===== src/hdl/bsc_defines.svh =====
`ifndef BSC_DEFINES_SVH
`define BSC_DEFINES_SVH

// ----------------------------------------------------------------------------
// Timing
// ----------------------------------------------------------------------------
`define BSC_CLK_HZ          40000000
`define BSC_DEBOUNCE_US     5000
`define BSC_DEBOUNCE_CYC    ((`BSC_CLK_HZ / 1000000) * `BSC_DEBOUNCE_US)
`define BSC_POR_US          100
`define BSC_POR_CYC         ((`BSC_CLK_HZ / 1000000) * `BSC_POR_US)
`define BSC_OSC_HZ          20000000
`define BSC_CPU_HZ          5000000
`define BSC_CPU_DIV         (`BSC_OSC_HZ / `BSC_CPU_HZ)
`define BSC_WIN_WCLK_HZ     20000000
`define BSC_FLOP_WCLK_HZ    16000000

// ----------------------------------------------------------------------------
// Register map (byte addresses)
// ----------------------------------------------------------------------------
`define BSC_REG_STRAP       12'h000
`define BSC_REG_CTRL        12'h004
`define BSC_REG_STATUS      12'h008
`define BSC_REG_WAIT        12'h00C

// Strap register fields.
`define BSC_STRAP_W1        0
`define BSC_STRAP_W2        1
`define BSC_STRAP_W4        2
`define BSC_STRAP_ROM       3
`define BSC_STRAP_AUTOBOOT  4
`define BSC_STRAP_UNIT_LO   5
`define BSC_STRAP_UNIT_HI   6
`define BSC_STRAP_RATE      7
`define BSC_STRAP_SERBOOT   8

// Decoded configuration fields and chain state bits in the status register.
`define BSC_STAT_WAITS_LSB  0
`define BSC_STAT_ROM_EN     4
`define BSC_STAT_AUTOBOOT   5
`define BSC_STAT_UNIT_LSB   6
`define BSC_STAT_RATE10     8
`define BSC_STAT_SERBOOT    9
`define BSC_STAT_FAULT      10
`define BSC_STAT_RST_OUT    11
`define BSC_STAT_DBG_OUT    12

// Control register fields.
`define BSC_CTRL_SW_RST     0
`define BSC_CTRL_SW_DBG     1
`define BSC_CTRL_SW_FAULT   2
`define BSC_CTRL_RESET      32'h0000_0000

// Wait-state weights and boot-unit encodings.
`define BSC_W1_WEIGHT       3'h1
`define BSC_W2_WEIGHT       3'h2
`define BSC_W4_WEIGHT       3'h4
`define BSC_UNIT_LO_ADD     2'h1
`define BSC_UNIT_WIN        2'h1
`define BSC_UNIT_FLOP       2'h3

`endif


===== src/hdl/bsc_pkg.sv =====
package bsc_pkg;

    typedef enum logic [2:0]
    {
        BSC_MEM_IDLE = 3'b001,
        BSC_MEM_WAIT = 3'b010,
        BSC_MEM_DONE = 3'b100
    } bsc_mem_t;

    typedef struct packed
    {
        logic [9:0]  strap_lat;
        logic [1:0]  btn_sync_rst;
        logic [1:0]  btn_sync_dbg;
        logic        btn_rst;
        logic        btn_dbg;
        logic [17:0] cnt_rst;
        logic [17:0] cnt_dbg;
        logic [15:0] por_cnt;
        logic        por_active;
        logic        in_reset;
        logic [2:0]  ctrl;
        logic        cpu_rst;
        logic        cpu_dbg;
        logic        up_fault;
        logic        fault_led;
        logic [1:0]  cpu_div;
        logic        cpu_clk;
        bsc_mem_t    mem_st;
        logic [2:0]  wait_cnt;
        logic        mem_wait;
        logic [31:0] prdata;
        logic        pslverr;
    } bsc_state_t;

endpackage


===== src/hdl/bsc_top.sv =====
// Implementation choices: the placing of the registers and the APB interface to the registers.
`timescale 1ns/1ps
`include "bsc_defines.svh"

// How it works
// - Up and down ports carry the same reset, debug and fault chain signals.
// - Reset and debug flow down to subordinates; fault flows up to the controller.
// - An asserted chain debug request puts the processor into its snapshot mode.
// - Backplane chain signals are active low and are inverted for the processor.
// - Local reset, debug and fault requests are ORed into the chain signals.
// - The processor fault output also lights a local indicator.
// - Front-panel reset and debug buttons are debounced before use.
// - Every power-up produces a reset pulse.
// - Wait straps add 1, 2 and 4 T-states when off; contributions sum. The code holds wait for that many sys_clk cycles instead.
// - The ROM strap disables on-chip ROM when off, enables it when on.
// - Boot straps are sampled on reset through three port-A lines.
// - The auto-boot strap requests boot from disk when on.
// - Boot unit is winchester 1 or floppy 3, plus one when low strap on. The 2-bit code wraps floppy 3 plus one to 0.
// - The serial rate strap selects 20 Mbit/s off, 10 Mbit/s on.
// - The serial-boot strap selects ROM boot off, link boot on.
// - Boot strap lines idle high and port-A lines drive only after reset.
// - The processor clock is 5 MHz, divided from the 40 MHz system clock.
// - Write timing clock is 20 MHz for winchester, 16 MHz for floppy.
// - External memory cycle is extended while wait is high.
module bsc_top
#(
    parameter int DEBOUNCE_CYC = `BSC_DEBOUNCE_CYC,
    parameter int POR_CYC      = `BSC_POR_CYC
)
(
    input  wire logic        sys_clk,
    input  wire logic        rstn,
    input  wire logic        osc_20m,
    input  wire logic        down_rst_n,
    input  wire logic        down_debug_req_n,
    output logic             down_fault_n,
    output logic             up_rst_n,
    output logic             up_debug_req_n,
    input  wire logic        up_fault_n,
    input  wire logic        btn_rst_n,
    input  wire logic        btn_debug_n,
    input  wire logic        cpu_fault,
    output logic             cpu_rst,
    output logic             cpu_debug,
    output logic             fault_led,
    output logic             cpu_clk_5m,
    input  wire logic        wait_strap_w1,
    input  wire logic        wait_strap_w2,
    input  wire logic        wait_strap_w4,
    input  wire logic        onchip_rom_strap,
    input  wire logic        disk_autoboot_strap,
    input  wire logic        boot_unit_strap_lo,
    input  wire logic        boot_unit_strap_hi,
    input  wire logic        serial_rate_strap,
    input  wire logic        serial_boot_strap,
    input  wire logic        port_a_line4_i,
    input  wire logic        port_a_line6_i,
    input  wire logic        port_a_line5_i,
    input  wire logic [2:0]  port_a_drive,
    output logic [2:0]       port_a_o,
    output logic [2:0]       port_a_oe_n,
    input  wire logic        write_timing_clk_in,
    input  wire logic        mem_cycle_start,
    output logic             mem_wait,
    output logic             rom_enable,
    output logic             autoboot,
    output logic [1:0]       boot_unit,
    output logic             rate_10m,
    output logic             serial_boot,
    output logic             write_clk_out,
    input  wire logic        psel,
    input  wire logic        penable,
    input  wire logic        pwrite,
    input  wire logic [11:0] paddr,
    input  wire logic [31:0] pwdata,
    output logic [31:0]      prdata,
    output logic             pready,
    output logic             pslverr
);
    import bsc_pkg::*;

    // ------------------------------------------------------------------------
    // Helpers
    // ------------------------------------------------------------------------
    function automatic logic [2:0] bsc_waits(input logic [2:0] s);
        logic [2:0] w;
        w = 3'h0;
        if (!s[0])
        begin
            w = w + `BSC_W1_WEIGHT;
        end
        if (!s[1])
        begin
            w = w + `BSC_W2_WEIGHT;
        end
        if (!s[2])
        begin
            w = w + `BSC_W4_WEIGHT;
        end
        return w;
    endfunction

    function automatic logic [1:0] bsc_unit(input logic lo, input logic hi);
        logic [1:0] u;
        u = hi ? `BSC_UNIT_FLOP : `BSC_UNIT_WIN;
        if (lo)
        begin
            u = u + `BSC_UNIT_LO_ADD;
        end
        return u;
    endfunction

    function automatic logic [31:0] bsc_status(input bsc_state_t s, input logic [2:0] w);
        logic [31:0] r;
        r = 32'h0000_0000;
        r[`BSC_STAT_WAITS_LSB +: 3] = w;
        r[`BSC_STAT_ROM_EN]         = s.strap_lat[`BSC_STRAP_ROM];
        r[`BSC_STAT_AUTOBOOT]       = s.strap_lat[`BSC_STRAP_AUTOBOOT];
        r[`BSC_STAT_UNIT_LSB +: 2]  = bsc_unit(s.strap_lat[`BSC_STRAP_UNIT_LO],
                                               s.strap_lat[`BSC_STRAP_UNIT_HI]);
        r[`BSC_STAT_RATE10]         = s.strap_lat[`BSC_STRAP_RATE];
        r[`BSC_STAT_SERBOOT]        = s.strap_lat[`BSC_STRAP_SERBOOT];
        r[`BSC_STAT_FAULT]          = s.fault_led;
        r[`BSC_STAT_RST_OUT]        = s.cpu_rst;
        r[`BSC_STAT_DBG_OUT]        = s.cpu_dbg;
        return r;
    endfunction

    // Straps read as on until latched, so a missed latch leaves the ROM enabled.
    function automatic bsc_state_t bsc_reset_state();
        bsc_state_t r;
        r            = '0;
        r.mem_st     = BSC_MEM_IDLE;
        r.por_active = 1'b1;
        r.in_reset   = 1'b1;
        r.cpu_rst    = 1'b1;
        r.strap_lat  = 10'h3FF;
        r.ctrl       = 3'(`BSC_CTRL_RESET);
        return r;
    endfunction

    function automatic logic [17:0] bsc_debounce_step(input logic raw, input logic stable,
                                                      input logic [17:0] cnt);
        if (raw == stable)
        begin
            return 18'h0;
        end
        return cnt + 18'h1;
    endfunction

    bsc_state_t st;
    bsc_state_t next_st;
    logic       apb_wr;
    logic       chain_rst_req;
    logic       chain_dbg_req;
    logic [2:0] waits;

    assign waits   = bsc_waits(st.strap_lat[2:0]);
    assign apb_wr  = psel && penable && pwrite;
    assign chain_rst_req = !down_rst_n || st.btn_rst || st.por_active
                         || st.ctrl[`BSC_CTRL_SW_RST];
    assign chain_dbg_req = !down_debug_req_n || st.btn_dbg
                         || st.ctrl[`BSC_CTRL_SW_DBG];

    // ------------------------------------------------------------------------
    // Next-state logic
    // ------------------------------------------------------------------------
    always_comb
    begin
        next_st = st;
        // --------------------------------------------------------------------
        // Buttons
        // --------------------------------------------------------------------
        // Buttons: two-stage sync, then a stable-for-N counter filter.
        next_st.btn_sync_rst = {st.btn_sync_rst[0], !btn_rst_n};
        next_st.btn_sync_dbg = {st.btn_sync_dbg[0], !btn_debug_n};
        next_st.cnt_rst = bsc_debounce_step(st.btn_sync_rst[1], st.btn_rst, st.cnt_rst);
        next_st.cnt_dbg = bsc_debounce_step(st.btn_sync_dbg[1], st.btn_dbg, st.cnt_dbg);
        if (st.cnt_rst >= 18'(DEBOUNCE_CYC - 1))
        begin
            next_st.btn_rst = st.btn_sync_rst[1];
            next_st.cnt_rst = 18'h0;
        end
        if (st.cnt_dbg >= 18'(DEBOUNCE_CYC - 1))
        begin
            next_st.btn_dbg = st.btn_sync_dbg[1];
            next_st.cnt_dbg = 18'h0;
        end
        // Power-on pulse lasts a fixed time after every rstn release.
        if (st.por_active)
        begin
            next_st.por_cnt = st.por_cnt + 16'h1;
            if (st.por_cnt >= 16'(POR_CYC - 1))
            begin
                next_st.por_active = 1'b0;
            end
        end
        // --------------------------------------------------------------------
        // Chain and straps
        // --------------------------------------------------------------------
        next_st.cpu_rst  = chain_rst_req;
        next_st.cpu_dbg  = chain_dbg_req;
        next_st.in_reset = chain_rst_req;
        // Straps are live only while reset is held; frozen afterwards.
        if (st.in_reset)
        begin
            next_st.strap_lat = {1'b0, serial_boot_strap, serial_rate_strap,
                                 boot_unit_strap_hi, boot_unit_strap_lo,
                                 disk_autoboot_strap, onchip_rom_strap,
                                 wait_strap_w4, wait_strap_w2,
                                 wait_strap_w1};
            next_st.strap_lat[`BSC_STRAP_AUTOBOOT] = port_a_line4_i & disk_autoboot_strap;
            next_st.strap_lat[`BSC_STRAP_UNIT_LO]  = port_a_line5_i & boot_unit_strap_lo;
            next_st.strap_lat[`BSC_STRAP_UNIT_HI]  = port_a_line6_i & boot_unit_strap_hi;
        end
        next_st.up_fault  = !up_fault_n;
        next_st.fault_led = cpu_fault || !up_fault_n
                          || st.ctrl[`BSC_CTRL_SW_FAULT];
        // --------------------------------------------------------------------
        // Clocks and memory wait
        // --------------------------------------------------------------------
        // Processor clock comes from sys_clk, since sampling the oscillator would alias.
        next_st.cpu_div = st.cpu_div + 2'h1;
        if (st.cpu_div == 2'(`BSC_CLK_HZ / `BSC_CPU_HZ / 2 - 1))
        begin
            next_st.cpu_div = 2'h0;
            next_st.cpu_clk = !st.cpu_clk;
        end
        // Memory wait generator: hold wait for the summed number of sys_clk cycles.
        case (st.mem_st)
            BSC_MEM_IDLE:
            begin
                next_st.mem_wait = 1'b0;
                if (mem_cycle_start && waits != 3'h0)
                begin
                    next_st.mem_st   = BSC_MEM_WAIT;
                    next_st.mem_wait = 1'b1;
                    next_st.wait_cnt = waits - 3'h1;
                end
            end
            BSC_MEM_WAIT:
            begin
                if (st.wait_cnt == 3'h0)
                begin
                    next_st.mem_st   = BSC_MEM_DONE;
                    next_st.mem_wait = 1'b0;
                end
                else
                begin
                    next_st.wait_cnt = st.wait_cnt - 3'h1;
                end
            end
            BSC_MEM_DONE:
            begin
                if (!mem_cycle_start)
                begin
                    next_st.mem_st = BSC_MEM_IDLE;
                end
            end
            default:
            begin
                next_st.mem_st   = BSC_MEM_IDLE;
                next_st.mem_wait = 1'b0;
            end
        endcase
        // --------------------------------------------------------------------
        // Register bus
        // --------------------------------------------------------------------
        // APB slave: zero wait states.
        next_st.pslverr = 1'b0;
        if (psel && !penable)
        begin
            next_st.prdata = 32'h0000_0000;
            case (paddr)
                `BSC_REG_STRAP:  next_st.prdata = {23'h0, st.strap_lat[8:0]};
                `BSC_REG_CTRL:   next_st.prdata = {29'h0, st.ctrl};
                `BSC_REG_STATUS: next_st.prdata = bsc_status(st, waits);
                `BSC_REG_WAIT:   next_st.prdata = {29'h0, waits};
                default:         next_st.pslverr = 1'b1;
            endcase
        end
        if (apb_wr && paddr == `BSC_REG_CTRL)
        begin
            next_st.ctrl = pwdata[2:0];
        end
    end

    // ------------------------------------------------------------------------
    // State register
    // ------------------------------------------------------------------------
    always_ff @(posedge sys_clk)
    begin
        if (!rstn)
        begin
            st <= bsc_reset_state();
        end
        else
        begin
            st <= next_st;
        end
    end

    // ------------------------------------------------------------------------
    // Outputs
    // ------------------------------------------------------------------------
    assign up_rst_n       = !st.cpu_rst;
    assign up_debug_req_n = !st.cpu_dbg;
    assign down_fault_n   = !st.fault_led;
    assign cpu_rst        = st.cpu_rst;
    assign cpu_debug      = st.cpu_dbg;
    assign fault_led      = st.fault_led;
    assign cpu_clk_5m     = st.cpu_clk;
    assign mem_wait       = st.mem_wait;
    // Port-A lines float (pulled high) while straps are read, so the straps never fight.
    assign port_a_o       = port_a_drive;
    assign port_a_oe_n    = st.in_reset ? 3'h7 : 3'h0;
    assign rom_enable     = st.strap_lat[`BSC_STRAP_ROM];
    assign autoboot       = st.strap_lat[`BSC_STRAP_AUTOBOOT];
    assign boot_unit      = bsc_unit(st.strap_lat[`BSC_STRAP_UNIT_LO],
                                     st.strap_lat[`BSC_STRAP_UNIT_HI]);
    assign rate_10m       = st.strap_lat[`BSC_STRAP_RATE];
    assign serial_boot    = st.strap_lat[`BSC_STRAP_SERBOOT];
    // The external write clock passes straight on; its rate picks precomp timing.
    assign write_clk_out  = write_timing_clk_in;
    assign prdata         = st.prdata;
    assign pready         = 1'b1;
    assign pslverr        = st.pslverr && psel && penable;

endmodule


===== config.mk =====
export PLATFORM = sky130hd
export DESIGN_NAME = bsc_top
export DESIGN_NICKNAME = d
export VERILOG_FILES = /design/src/hdl/bsc_pkg.sv /design/src/hdl/bsc_top.sv
export VERILOG_INCLUDE_DIRS = /design/src /design/src/hdl
export SDC_FILE = /design/constraint.sdc
export NUM_CORES = 1
export LEC_CHECK = 0
export BUFFER_PORTS_ARGS = -buffer_cell sky130_fd_sc_hd__buf_2
export CAP_MARGIN = 10
export CORE_ASPECT_RATIO = 0.7
export CORE_MARGIN = 2
export CORE_UTILIZATION = 47
export DETAILED_ROUTE_END_ITERATION = 16
export GPL_TIMING_DRIVEN = 0
export PLACE_DENSITY = 0.76
export REMOVE_ABC_BUFFERS = 1
export SETUP_SLACK_MARGIN = 0.02
export SLEW_MARGIN = 40
export SYNTH_ARGS = -nofsm -noshare
export SYNTH_HDL_FRONTEND = slang
export SYNTH_SLANG_ARGS = --single-unit
export TNS_END_PERCENT = 50

===== constraint.sdc =====
create_clock -name sys_clk -period 2 [get_ports sys_clk]
set_clock_uncertainty 0.15 [all_clocks]
set_input_delay 0.5 -clock sys_clk [delete_from_list [all_inputs] [get_ports sys_clk]]
set_output_delay 0.5 -clock sys_clk [all_outputs]
set_load 0.02 [all_outputs]

==> metrics.md <==
| Metric | Value |
|---|---|
| Die ar. | `0.0106 mm2` |
| Mux cell area share after synthesis | `2.86%` |
| Filler cells | `859` |
| Synth area leaders | `dfxtp_1, buf_4, xor2_1` |
| Slew @ Worst Pin | `0.635 ns` |
| Clk sinks | `98` |
| DRT Pass-1 Iters | `4` |
| First-pass GRT wire length | `15.6 mm` |
| Adder-cell share of the synthesized area | `2.18%` |
| Failing checks | `negative setup slack` |
| Leading area contributor after synthesis | `dfxtp_1` |
| Largest register FFs | `74` |
| Synth warn | `0` |
| WL/cell | `14.0 um` |
| Crit end category | `flip-flop` |
| Area of the core | `0.00961 mm2` |
| Number of port buffers | `69` |
| Synthesized area per cell | `9.01 um2` |
| Rows | `30` |
| Worst Path Required | `2.13 ns` |
| Post-Syn Area | `0.00459 mm2` |
| CTS tree | `done` |
| Syn Inst Count | `510` |
| Antenna-violating nets left | `0` |
| Fin crit share | `104%` |
| Pwr dens | `768 mW/mm2` |
| # IOs | `128` |
| Worst Reg2Reg Path Length in Cells | `5` |
| VDD IR max | `0.000399 V` |
| Family with the most delay on the worst path | `compound AO/OA/AOI/OAI gates` |
| Total CTS buffers | `9` |
| Final worst path period need | `2.09 ns` |
| EDFF count, synth | `0` |
| Slew HR | `57.6%` |
| Most frequent cells after synthesis | `dfxtp_1, nor2_1, buf_4, nand2_1` |
| Cell total after placement | `671` |
| RSZ-0062 raised after global routing | `true` |
| Post-DP HPWL | `6.74 mm` |
| Pin count of the biggest net entering global routing | `38` |
| Hold Crit Class | `input pin to flip-flop` |
| Area Growth Syn to Fin | `16.1%` |
| GR Overflow Total | `0` |
| CP Depth | `5` |
| Layout net count | `646` |
| GPL Wtd Cong | `0.806` |
| Status | `complete, but fails checks` |
| Peak per-stage delay on the critical path | `0.57 ns` |
| Slew Limit Fails | `0` |
| CP max FO | `5` |
| Starting DRC count in detailed routing | `195` |
| Vias in the first global route | `3,413` |
| Final wirelength | `9.80 mm` |
| Most used flip-flop cell after synthesis | `dfxtp_1` |
| Diodes inserted | `0` |
| Share of layout cells above drive strength 1 | `25.1%` |
| Die W | `122 um` |
| DRC violations left | `0` |
| Final Util | `55.5%` |
| Chip height | `86.7 um` |
| CTS Root Cell | `clkbuf_16` |
| Largest family of logic cells by synthesized area | `simple AND/OR/NAND/NOR gates` |
| Initial antenna violation count | `0` |
| Synth Area in Compound Gates | `11.8%` |
| Clk slew on worst S/H paths | `0.07 ns` |
| GR Util All Layers | `18.4%` |
| Crit-path slowest cell | `or4_4` |
| H-tree lvl count | `3` |
| Worst-path cell chain | `or4_4, a2111oi_4, o311ai_4, buf_6, a21oi_2` |
| Peak Freq | `479 MHz` |
| Setup ws final | `-0.0869 ns` |
| Vias/cell | `5.29` |
| Share of the synthesized area in the top cell type | `42.7%` |
| Library cells used by synthesis | `58` |
| Buf+Inv Stages, Crit Path | `1` |
| Multi-input logic area | `0.00236 mm2` |
| Vias after detailed routing | `3,695` |
| Initial core utilization | `47.8%` |
| Register bank with the most flops | `st` |
| Synth Area in XOR/XNOR | `7.25%` |
| Most frequent cell after synthesis | `dfxtp_1` |
| Hold depth | `2` |
| Simple-gate share of the synthesized area | `23.5%` |
| Yosys reg bits | `98` |
| Async set-reset flop share out of synthesis | `0%` |
| CP startpoint kind | `flip-flop` |
| Critical Path AT | `2.22 ns` |
| Static Leak | `2.09 nW` |
| Clk_lat worst skew | `0.35 ns` |
| Layout Cells excl Fill | `698` |
| CTS max path bufs | `2` |
| Sequential Area | `0.00197 mm2` |
| Max_cap viols | `0` |
| Final Hold Fails | `0` |
| CP Class | `flip-flop to flip-flop` |
| Hold_buf cts | `0` |
| Register area share after synthesis | `42.7%` |
| # setup viols final | `19` |
## report_power, final
group          switching (mW)  internal, mW  total [mW]
logic                   0.183         0.113       0.296
registers              0.0331          1.99        2.02
clock network           0.785         0.989        1.77
## placed cells by master, fill, tap and decap left out, types with 12 or more instances in the layout
cell / count
xor2_1: 25
nand4_1: 20
conb_1: 20
buf_2: 68
inv_1: 16
nor2_2: 12
dfxtp_1: 93
a21oi_1: 20
o21ai_0: 16
mux2i_1: 12
nand3_1: 17
nand2_1: 40
xnor2_1: 13
nor2_1: 41
## worst paths after layout
| kind | startpoint | end | slack (ns) |
|---|---|---|---|
| setup / recovery | st[99]$_SDFF_PP0_ | st[100]$_SDFF_PP0_ | -0.09 |
| hold reg to reg | next_st[109]$_SDFF_PN0_ | st[109]$_SDFF_PN0_ | 0.28 |
| setup reg to reg | st[99]$_SDFF_PP0_ | st[100]$_SDFF_PP0_ | -0.09 |
| hold / removal | btn_debug_n | next_st[107]$_SDFF_PN0_ | 0.17 |
## per-stage QoR
stage | hold WS, ns | instance area, um2 | setup slack [ns] | TNS [ns] | power [mW]
after floorplan | 0.254 | 4290 | -0.0586 | -0.642 | 2.24
after global placement | 0.263 | 4790 | -0.331 | -10.33 | 2.33
after detailed placement | 0.277 | 4800 | -0.312 | -7.93 | 2.35
after CTS | 0.163 | 5220 | -0.0628 | -0.0828 | 4.11
after global routing | 0.163 | 5330 | -0.127 | -1.89 | 4.23
final | 0.165 | 5330 | -0.0869 | -1.04 | 4.09
## timing repair
action	in CTS	in global routing
cloned	1	1
gates resized for setup	18	20
setup endpoints to repair	44	45
pin swaps	13	10
endpoints found under the hold margin	0	0
buffers inserted	4	5
## worst reg2reg max path: stages (launching register included)
cell and delay, ns:
dfxtp_4 0.36, or4_4 0.57, a2111oi_4 0.45, o311ai_4 0.20, buf_6 0.19, a21oi_2 0.10
## layer usage
layer	global-route usage, %	vias to the layer above	wire, um
li1	-	1855	-
met1	23.1	1744	4590
met2	31.3	82	4590
met3	4.80	14	513
met4	5.54	0	116
met5	0	-	0
## cell families after synthesis
kind of cell,Yosys count
buffers and inverters,72
muxes,13
xor gates and xnor gates,38
other,2
adders and majority gates,8
DFF,98
AOI/OAI and AO/OA,77
and+or+nand+nor,202
## final cells by class
cell class / count / share of cell area, %
sequential: 98 / 37.0
clock inverter: 7 / 1.53
tap: 128 / 3.00
timing repair buffer: 81 / 8.73
clock buffer: 9 / 4.22
multi-input combinational: 358 / 44.4
inverter: 17 / 1.20
Power figures use the tool's default switching activity.
